--- config.mk ---
export PLATFORM = sky130hd
export DESIGN_NAME = msr_engine
export DESIGN_NICKNAME = d
export VERILOG_FILES = /design/src/rtl/msr_pkg.sv /design/src/rtl/msr_scale.sv /design/src/rtl/msr_engine.sv
export VERILOG_INCLUDE_DIRS = /design/src /design/src/rtl
export SDC_FILE = /design/constraint.sdc
export NUM_CORES = 2
export LEC_CHECK = 0
export ABC_AREA = 1
export CAP_MARGIN = 15
export CORE_AREA = 2 2 323 325
export DETAILED_ROUTE_END_ITERATION = 8
export DIE_AREA = 0 0 325 327
export DONT_BUFFER_PORTS = 1
export PLACE_DENSITY_LB_ADDON = 0.3
export SETUP_SLACK_MARGIN = 0.05
export SKIP_CTS_REPAIR_TIMING = 1
export SLEW_MARGIN = 20
export SYNTH_ARGS = -nofsm -noshare
export SYNTH_HDL_FRONTEND = slang
export SYNTH_SLANG_ARGS = --single-unit
--- constraint.sdc ---
create_clock -name clock -period 17.5 [get_ports clock]
set_input_delay 1.75 -clock clock [delete_from_list [all_inputs] [get_ports clock]]
set_output_delay 1.75 -clock clock [all_outputs]
set_load 0.1 [all_outputs]
--- src/rtl/msr_map.svh ---
// Purpose: register offsets, field positions, reset values and timing
// Assumes: included by bare name wherever the map is needed
// Notes: byte addresses on a 32-bit AHB-Lite bus, one word per register
`ifndef MSR_MAP_SVH
`define MSR_MAP_SVH
`define MSR_OFS_SAMP 8'h00
`define MSR_OFS_RPT 8'h04
`define MSR_OFS_RANGE 8'h08
`define MSR_OFS_STAT 8'h0c
`define MSR_OFS_MODE 8'h10
`define MSR_OFS_DROP 8'h14
`define MSR_ACC_POS 0
`define MSR_MAG_POS 8
`define MSR_MODE_POS 16
`define MSR_SLEEP_POS 18
`define MSR_SAMP_RST 16'h0064
`define MSR_RPT_RST 16'h0064
`define MSR_SAMP_MIN 16'h000a
`define MSR_RPT_MIN 16'h0001
`define MSR_ACC_DISCARD 2'h2
`define MSR_MODE_MAX 8'h02
`define MSR_BY_GNS 0
`define MSR_BY_TGT 1
`define MSR_BY_VAL 5
`define MSR_CODE_A 8'h01
`define MSR_CODE_B 8'h00
`define MSR_CODE_C 8'h00
`define MSR_GNS_SET 8'h00
`define MSR_GNS_GET 8'h01
`define MSR_TGT_RAM 8'h00
`define MSR_TGT_FLASH 8'h01
`define MSR_CLK_NS 4
`define MSR_MS_NS 1000000
`define MSR_SLEEP_MS 3000
`define MSR_FRAC 10
`endif

--- src/rtl/msr_pkg.sv ---
// Purpose: types shared by the report engine files
// Assumes: constants live in msr_map.svh
// Notes: report fields are packed most significant first
`default_nettype none
package msr_pkg;
    typedef enum logic [1:0] {
        MSR_RUN = 2'b01,
        MSR_SLEEP = 2'b10
    } msr_pwr_t;
    typedef logic [15:0] msr_word_t;
    typedef struct packed {
        msr_word_t x;
        msr_word_t y;
        msr_word_t z;
    } msr_vec_t;
    typedef struct packed {
        msr_vec_t acc;
        msr_vec_t mag;
    } msr_sample_t;
    typedef struct packed {
        msr_word_t frame;
        msr_sample_t meas;
    } msr_report_t;
    typedef logic [31:0][7:0] msr_feat_t;
    typedef struct packed {
        logic act;
        logic wr;
        logic hit;
        logic [7:0] addr;
    } msr_ahb_ap_t;
    typedef struct packed {
        msr_pwr_t pwr;
        logic attach;
        msr_ahb_ap_t ap;
        logic [31:0] hrdata;
        logic [15:0] samp_ms;
        logic [15:0] rpt_ms;
        logic [1:0] acc_rng;
        logic [7:0] mag_mode;
        logic [1:0] mode_ram;
        logic [1:0] mode_flash;
        logic [31:0] ms_cnt;
        logic [15:0] frame;
        logic [15:0] samp_cnt;
        logic [15:0] rpt_cnt;
        logic [15:0] idle_cnt;
        logic [15:0] drops;
        logic smp_req;
        msr_sample_t last;
        logic have_smp;
        msr_sample_t last_sent;
        logic sent_any;
        logic rpt_valid;
        msr_report_t rpt;
        logic rsp_valid;
        msr_feat_t rsp;
    } msr_state_t;
endpackage : msr_pkg
`default_nettype wire

--- src/rtl/msr_scale.sv ---
// Purpose: scale raw sensor counts into report units
// Assumes: acceleration counts are 1, 2 or 4 mg depending on range
// Notes: purely combinational, results saturate to 16 bits
`default_nettype none
`include "msr_map.svh"
module msr_scale #(
    parameter int ACC_NUM = 10042,
    parameter int MAG_NUM = 1024
) (
    // range settings
    input wire logic [1:0] acc_rng,
    input wire logic [7:0] mag_mode,
    // samples
    input wire msr_pkg::msr_sample_t raw,
    output var msr_pkg::msr_sample_t scaled
);
    logic [2:0][15:0] acc_in;
    logic [2:0][15:0] mag_in;
    logic [2:0][15:0] acc_out;
    logic [2:0][15:0] mag_out;
    logic [4:0] shl;

    function automatic logic [15:0] msr_sat(input logic signed [47:0] v);
        if (v > 48'sh7fff) begin
            return 16'h7fff;
        end
        if (v < -48'sh8000) begin
            return 16'h8000;
        end
        return v[15:0];
    endfunction : msr_sat

    assign acc_in = raw.acc;
    assign mag_in = raw.mag;

    // count weight doubles with each wider range
    always_comb begin
        case (acc_rng)
            2'h1: shl = 5'h01;
            2'h3: shl = 5'h02;
            default: shl = 5'h00;
        endcase
    end

    for (genvar i = 0; i < 3; i++) begin : g_axis
        // mg times 9.8066 gives thousandths of m/s2
        assign acc_out[i] = msr_sat(((48'(signed'(acc_in[i])) <<< shl) * 48'(ACC_NUM))
            >>> `MSR_FRAC);
        // gain only holds in the default range, otherwise raw counts pass
        assign mag_out[i] = (mag_mode == 8'h00)
            ? msr_sat((48'(signed'(mag_in[i])) * 48'(MAG_NUM)) >>> `MSR_FRAC)
            : mag_in[i];
    end

    assign scaled.acc = acc_out;
    assign scaled.mag = mag_out;
endmodule : msr_scale
`default_nettype wire

--- src/rtl/msr_engine.sv ---
// Purpose: sample timing, report formation and feature command decode
// Assumes: one clock, synchronous reset, AHB-Lite register access
// Notes: the usb stack outside carries reports and feature packets
//
// Added by the designer: the register addresses and the AHB-Lite slave port.
`default_nettype none
`include "msr_map.svh"
// Summary of operation
// - readings leave as interrupt-in reports, apart from the feature channel
// - each report starts with a 16-bit millisecond frame number
// - then acceleration x, y, z in thousandths of m/s2
// - then magnetic field x, y, z in ten-thousandths of a gauss
// - magnetic scaling only in default range, else raw counts for the host
// - feature commands and answers are fixed 32-byte packets
// - report-mode command: selector, target, code 01 00 00, mode in byte 5
// - target 0 picks working memory, 1 picks persistent storage
// - mode 0 after every sample, 1 after change, 2 fixed rate
// - sample interval adjustable from 10 ms to 65 s
// - report interval adjustable from 1 ms to 65 s
// - acceleration range 2, 4 or 8 g, default 2 g
// - seven magnetic ranges, 1.3 G to 8.1 G, default 2.5 G
// - device attaches as a full-speed usb hid
// - device enters sleep by itself, no host command needed
// - report interval counts only in fixed-rate mode
// - mode 0 sends at most one report per sample
module msr_engine #(
    parameter int MS_CYCLES = `MSR_MS_NS / `MSR_CLK_NS,
    parameter int SLEEP_MS = `MSR_SLEEP_MS,
    parameter int ACC_NUM = 10042,
    parameter int MAG_NUM = 1024
) (
    // clock, reset, enable
    input wire logic clock,
    input wire logic reset,
    input wire logic ce,
    // ahb-lite slave
    input wire logic hsel,
    input wire logic [31:0] haddr,
    input wire logic [1:0] htrans,
    input wire logic hwrite,
    input wire logic [2:0] hsize,
    input wire logic [31:0] hwdata,
    input wire logic hready,
    output logic hreadyout,
    output logic [31:0] hrdata,
    output logic hresp,
    // sensor
    output logic smp_req,
    input wire logic smp_valid,
    input wire msr_pkg::msr_sample_t smp_raw,
    // interrupt-in reports
    output logic rpt_valid,
    input wire logic rpt_ready,
    output msr_pkg::msr_report_t rpt_data,
    // feature reports
    input wire logic feat_valid,
    input wire msr_pkg::msr_feat_t feat_cmd,
    output logic feat_rsp_valid,
    output msr_pkg::msr_feat_t feat_rsp,
    // usb and power
    input wire logic usb_active,
    output logic dp_pullup,
    output logic sleep
);
    msr_pkg::msr_state_t st;
    msr_pkg::msr_state_t next_st;
    msr_pkg::msr_sample_t scaled;
    msr_pkg::msr_sample_t snd_val;
    logic ms_tick;
    logic wake;
    logic running;
    logic slot_free;
    logic snd_smp;
    logic snd_fix;
    logic is_mode_cmd;
    logic [1:0] mode;

    // ----------------------------------------------------------------
    // helpers
    // ----------------------------------------------------------------
    function automatic logic [15:0] clamp_min(input logic [15:0] v, input logic [15:0] lo);
        return (v < lo) ? lo : v;
    endfunction : clamp_min

    function automatic logic [31:0] reg_word(input msr_pkg::msr_state_t s,
                                             input logic [7:0] a);
        logic [31:0] w;
        w = 32'h0;
        case (a)
            `MSR_OFS_SAMP: begin
                w[15:0] = s.samp_ms;
            end
            `MSR_OFS_RPT: begin
                w[15:0] = s.rpt_ms;
            end
            `MSR_OFS_RANGE: begin
                w[`MSR_ACC_POS +: 2] = s.acc_rng;
                w[`MSR_MAG_POS +: 8] = s.mag_mode;
            end
            `MSR_OFS_STAT: begin
                w[15:0] = s.frame;
                w[`MSR_MODE_POS +: 2] = s.mode_ram;
                w[`MSR_SLEEP_POS] = (s.pwr == msr_pkg::MSR_SLEEP);
            end
            `MSR_OFS_MODE: begin
                w[1:0] = s.mode_ram;
            end
            `MSR_OFS_DROP: begin
                w[15:0] = s.drops;
            end
            default: begin
                w = 32'h0;
            end
        endcase
        return w;
    endfunction : reg_word

    msr_scale #(
        .ACC_NUM(ACC_NUM),
        .MAG_NUM(MAG_NUM)
    ) u_scale (
        .acc_rng(st.acc_rng),
        .mag_mode(st.mag_mode),
        .raw(smp_raw),
        .scaled(scaled)
    );

    // ----------------------------------------------------------------
    // next state
    // ----------------------------------------------------------------
    always_comb begin
        next_st = st;
        next_st.smp_req = 1'b0;
        next_st.rsp_valid = 1'b0;
        next_st.attach = 1'b1;
        mode = st.mode_ram;
        running = (st.pwr == msr_pkg::MSR_RUN);
        wake = usb_active | feat_valid;

        // millisecond base and frame number
        ms_tick = (st.ms_cnt == 32'(MS_CYCLES - 1));
        next_st.ms_cnt = ms_tick ? 32'h0 : st.ms_cnt + 32'h1;
        if (ms_tick) begin
            next_st.frame = st.frame + 16'h1;
        end

        // idle time and automatic sleep
        if (wake) begin
            next_st.idle_cnt = 16'h0;
        end else if (ms_tick && st.idle_cnt != 16'(SLEEP_MS)) begin
            next_st.idle_cnt = st.idle_cnt + 16'h1;
        end
        case (st.pwr)
            msr_pkg::MSR_RUN: begin
                if (!wake && st.idle_cnt == 16'(SLEEP_MS)) begin
                    next_st.pwr = msr_pkg::MSR_SLEEP;
                end
            end
            msr_pkg::MSR_SLEEP: begin
                if (wake) begin
                    next_st.pwr = msr_pkg::MSR_RUN;
                end
            end
            default: begin
                next_st.pwr = msr_pkg::MSR_RUN;
            end
        endcase

        // sample timer, halted while asleep to save power
        if (ms_tick && running) begin
            if (st.samp_cnt >= st.samp_ms - 16'h1) begin
                next_st.samp_cnt = 16'h0;
                next_st.smp_req = 1'b1;
            end else begin
                next_st.samp_cnt = st.samp_cnt + 16'h1;
            end
        end
        if (smp_valid) begin
            next_st.last = scaled;
            next_st.have_smp = 1'b1;
        end

        // report timing modes
        snd_smp = 1'b0;
        snd_fix = 1'b0;
        case (mode)
            2'h0: begin
                snd_smp = smp_valid;
            end
            2'h1: begin
                snd_smp = smp_valid && (!st.sent_any || scaled != st.last_sent);
            end
            default: begin
                snd_smp = 1'b0;
            end
        endcase
        if (mode == 2'h2) begin
            if (ms_tick) begin
                if (st.rpt_cnt >= st.rpt_ms - 16'h1) begin
                    next_st.rpt_cnt = 16'h0;
                    snd_fix = st.have_smp;
                end else begin
                    next_st.rpt_cnt = st.rpt_cnt + 16'h1;
                end
            end
        end else begin
            next_st.rpt_cnt = 16'h0;
        end

        // one report slot; a report that finds it full is dropped and counted
        snd_val = snd_smp ? scaled : st.last;
        slot_free = !st.rpt_valid || rpt_ready;
        if (st.rpt_valid && rpt_ready) begin
            next_st.rpt_valid = 1'b0;
        end
        if (snd_smp || snd_fix) begin
            if (slot_free) begin
                next_st.rpt_valid = 1'b1;
                next_st.rpt.frame = st.frame;
                next_st.rpt.meas = snd_val;
                next_st.last_sent = snd_val;
                next_st.sent_any = 1'b1;
            end else begin
                next_st.drops = st.drops + 16'h1;
            end
        end

        // feature command decode, answer echoes the packet except a get, which puts the mode in byte 5
        is_mode_cmd = (feat_cmd[2] == `MSR_CODE_A) && (feat_cmd[3] == `MSR_CODE_B)
            && (feat_cmd[4] == `MSR_CODE_C);
        if (feat_valid) begin
            next_st.rsp_valid = 1'b1;
            next_st.rsp = feat_cmd;
            if (is_mode_cmd) begin
                if (feat_cmd[`MSR_BY_GNS] == `MSR_GNS_SET
                    && feat_cmd[`MSR_BY_VAL] <= `MSR_MODE_MAX) begin
                    if (feat_cmd[`MSR_BY_TGT] == `MSR_TGT_RAM) begin
                        next_st.mode_ram = feat_cmd[`MSR_BY_VAL][1:0];
                    end else if (feat_cmd[`MSR_BY_TGT] == `MSR_TGT_FLASH) begin
                        next_st.mode_flash = feat_cmd[`MSR_BY_VAL][1:0];
                    end
                end else if (feat_cmd[`MSR_BY_GNS] == `MSR_GNS_GET) begin
                    if (feat_cmd[`MSR_BY_TGT] == `MSR_TGT_FLASH) begin
                        next_st.rsp[`MSR_BY_VAL] = {6'h0, st.mode_flash};
                    end else begin
                        next_st.rsp[`MSR_BY_VAL] = {6'h0, st.mode_ram};
                    end
                end
            end
        end

        // ahb data phase: writes land before the next read is sampled
        if (st.ap.act && st.ap.wr && st.ap.hit) begin
            case (st.ap.addr)
                `MSR_OFS_SAMP: begin
                    next_st.samp_ms = clamp_min(hwdata[15:0], `MSR_SAMP_MIN);
                end
                `MSR_OFS_RPT: begin
                    next_st.rpt_ms = clamp_min(hwdata[15:0], `MSR_RPT_MIN);
                end
                `MSR_OFS_RANGE: begin
                    if (hwdata[`MSR_ACC_POS +: 2] != `MSR_ACC_DISCARD) begin
                        next_st.acc_rng = hwdata[`MSR_ACC_POS +: 2];
                    end
                    next_st.mag_mode = hwdata[`MSR_MAG_POS +: 8];
                end
                `MSR_OFS_MODE: begin
                    if (hwdata[7:0] <= `MSR_MODE_MAX) begin
                        next_st.mode_ram = hwdata[1:0];
                    end
                end
                default: begin
                    next_st.ap.act = st.ap.act;
                end
            endcase
        end

        // ahb address phase
        next_st.ap.act = hsel && htrans[1] && hready;
        next_st.ap.wr = hwrite;
        next_st.ap.hit = (haddr[31:8] == 24'h0) && (haddr[1:0] == 2'h0);
        next_st.ap.addr = haddr[7:0];
        if (hsel && htrans[1] && hready && !hwrite) begin
            next_st.hrdata = next_st.ap.hit ? reg_word(next_st, haddr[7:0]) : 32'h0;
        end
    end

    // ----------------------------------------------------------------
    // state register
    // ----------------------------------------------------------------
    always_ff @(posedge clock) begin
        if (reset) begin
            st <= '0;
            st.pwr <= msr_pkg::MSR_RUN;
            st.samp_ms <= `MSR_SAMP_RST;
            st.rpt_ms <= `MSR_RPT_RST;
        end else if (ce) begin
            st <= next_st;
        end
    end

    // ----------------------------------------------------------------
    // outputs
    // ----------------------------------------------------------------
    // wait states only while frozen, so a held bus never loses a beat
    assign hreadyout = ce;
    assign hresp = 1'b0;
    assign hrdata = st.hrdata;
    assign smp_req = st.smp_req;
    assign rpt_valid = st.rpt_valid;
    assign rpt_data = st.rpt;
    assign feat_rsp_valid = st.rsp_valid;
    assign feat_rsp = st.rsp;
    assign dp_pullup = st.attach;
    assign sleep = (st.pwr == msr_pkg::MSR_SLEEP);
endmodule : msr_engine
`default_nettype wire

==> flow_summary.json <==
{
  "synthTopCellsByArea": "dfxtp_1, fa_1, ha_1",
  "r2r_start": "st[690]",
  "crit_path_max_incr_delay_ns": 0.62,
  "number_of_design_rule_violations_left_by_the_first_detailed_router_iteration": 3791,
  "grt_util_all_layers_pct": 31.1,
  "grt_setup_unrepaired": "false",
  "worst_r2r_setup_slack_ns": 5.12,
  "synth-async-reset-ratio_pct": 0,
  "required_ns": 18.04,
  "synthesis.yosys.warnings": 0,
  "port_buffers": 0,
  "routed_wl_um": 169000,
  "timing.critical_path.mode_cell": "nand2_1",
  "final_layout_size_suffix_gt1_share_pct": 3.63,
  "ys_dominant_reg_cell": "dfxtp_1",
  "htree_levels": 3,
  "cts.path.max_buffers": 3,
  "vias_per_cell": 5.40,
  "clock-sinks": 660,
  "maximum_fanout_count_along_the_critical_path": 106,
  "run_status": "complete, no violations",
  "die-height_um": 327,
  "crit_path_start": "st[690]",
  "max-slew-margin-rel_pct": 17.9,
  "synth_area_leader_cell": "dfxtp_1",
  "maxCapViolations": 0,
  "synth_edf_count": 0,
  "critical_path_class": "reg2reg",
  "gpl.final_weighted_congestion": 0.945,
  "ff2ff_path_depth": 50,
  "final_cycle_utilization_of_the_critical_path_pct": 70.7,
  "syn_area_per_cell_sq_um": 7.05,
  "timing.critical_path.to_type": "register",
  "fin_util_pct": 52.4,
  "start_util_pct": 51.6,
  "critical_path_s_top_delay_family": "simple AND/OR/NAND/NOR gates",
  "synth_top_area_share_pct": 24.9,
  "critical_path_depth": 50,
  "reg2reg_to": "rpt_data[19]",
  "tightestPinTransition_ns": 1.23,
  "endpoint": "rpt_data[19]",
  "detailed_place_hpwl_um": 135000,
  "fin_skew_ns": 0.0684,
  "slowest_stage": "dfxtp_1",
  "clk_transition_reported_paths_ns": 0.06,
  "fin_setup_tns_ns": 0,
  "post_synth_num_cell_types": 66,
  "layout.nets": 8138,
  "pin_count": 838,
  "floorplan.die.width_um": 325,
  "cp-start-kind": "register",
  "netlist_instances": 7537,
  "fin_hold_ws_ns": 0.467,
  "core.rowCount": 118,
  "hold_viol_final": 0,
  "cts_buffers": 75,
  "crit_buf_inv": 10,
  "setup_violations": 0,
  "fin_crit_ns": 12.38,
  "fmax_mhz": 80.8,
  "grt-ovfl-total": 0,
  "route.detailed.wl_per_inst_um": 19.9,
  "pin_count_of_the_biggest_net_entering_global_routing": 199,
  "clockRootBuffer": "clkbuf_16",
  "layout_setup_ws_ns": 5.12,
  "grt_first_pass_wirelength_um": 257000,
  "clock_tree_from_tritoncts": "done",
  "holdCritPathClass": "reg2reg",
  "antenna_found_initial": 19,
  "clock_insertion_delay_worst_skew_ns": 0.69,
  "crit_arrival_ns": 12.92,
  "number_of_routed_nets_with_antenna_violations": 0,
  "fp.coreArea_sq_mm": 0.103,
  "yosysSeqAreaShare_pct": 24.9,
  "drt_pre_antenna_iters": 6,
  "die-area_sq_mm": 0.106,
  "route.vias.total": 45800,
  "netlist_area_sq_mm": 0.0531,
  "ys_ff_latch": 660,
  "area_delta_synth_final_pct": 1.43,
  "route.detailed.drc": 0,
  "total_count_of_max_transition_violations_in_the_final_report": 0,
  "post-place-ws_ns": 4.70,
  "vias_in_the_first_global_route": 43400
}
## worst min-delay path: cells and delay by family, from the launching register on
| family | cells | cell delay [ns] |
|---|---|---|
| flip-flops | 1 | 0.32 |
| AND/OR/NAND/NOR | 2 | 0.12 |
## kinds of logic after synthesis
family	after synthesis	synth area share, %
fa+ha+maj	680	20.3
compound gates	1386	14.0
buf+inv	1920	16.9
flops	660	24.9
other cells	1	0.00706
xor+xnor	195	3.21
mux	2	0.0424
simple gates	2693	20.7
## cell usage in the layout (no fill, tap or decap), types with 68 or more instances in the layout
master / netlist / routed
fa_1: 300 / 300
buf_4: 427 / 68
clkbuf_16: 0 / 75
a21oi_1: 441 / 441
inv_1: 1235 / 1231
nor2_1: 984 / 984
nand3_1: 217 / 217
ha_1: 380 / 380
dfxtp_1: 660 / 651
xor2_1: 156 / 156
o21ai_0: 648 / 638
nand2_1: 1227 / 1226
nor3_1: 106 / 103
o21ai_1: 86 / 96
## state kept, by name (all words and copies together), names as in the netlist
name,flops
dp_pullup,1
feat_rsp,256
feat_rsp_valid,1
hrdata,19
mode,2
rpt_data,112
rpt_valid,1
smp_req,1
st,267
## worst min path at each step
stage	start	end	slack, ns	cells past startpoint
final	st[370]	st[370]	0.47	2
after global routing	st[765]	st[765]	0.50	2
after CTS	st[765]	st[765]	0.47	2
after detailed placement	st[370]	st[370]	0.46	2
after global placement	st[370]	st[370]	0.45	2
after floorplan	st[370]	st[370]	0.44	2
## per-stage QoR
stage	instance area, sq um	instances
after floorplan	53200	7550
after global placement	51200	8327
after detailed placement	51200	8328
after CTS	53800	8460
after global routing	53900	8471
final	53900	8478
## metal layers
| metal | vias up | share of wire, % | track usage, % |
|---|---|---|---|
| met5 | - | 0.031 | 0 |
| met4 | 8 | 7.5 | 20.8 |
| met3 | 376 | 8.1 | 8.25 |
| met2 | 1567 | 45 | 49.6 |
| met1 | 21500 | 39 | 37.0 |
| li1 | 22400 | - | - |
## final cells by class
cell class,instances,area [sq um]
flip-flops and latches,660,13200
fillers,10100,49000
well taps,1380,1730
repair buffers,71,543
inverters,1249,4710
multi-input cells,4970,31000
clock inverters,28,437
clock buffers,104,2170
diodes,16,40.0
## synthesized netlist by cell type, types with 10 or more instances
cell	instances
o22ai_1	21
o211ai_1	52
dfxtp_1	660
a21oi_1	441
nor2_1	984
inv_1	1235
a211oi_1	26
a221oi_1	19
o21ai_1	86
nor4_1	40
buf_4	427
nand3b_1	16
a31oi_1	22
clkbuf_1	195
o21ai_0	648
nand4_1	50
nand3_1	217
ha_1	380
nor3_1	106
xnor2_1	39
a21o_1	15
buf_6	12
buf_2	19
fa_1	300
or2_2	12
o21bai_1	16
o21a_1	13
and2_1	10
nand2_1	1227
xor2_1	156
Power is not shown: default switching activity piles up to over one toggle a cycle in this logic, so the estimate is an artifact.
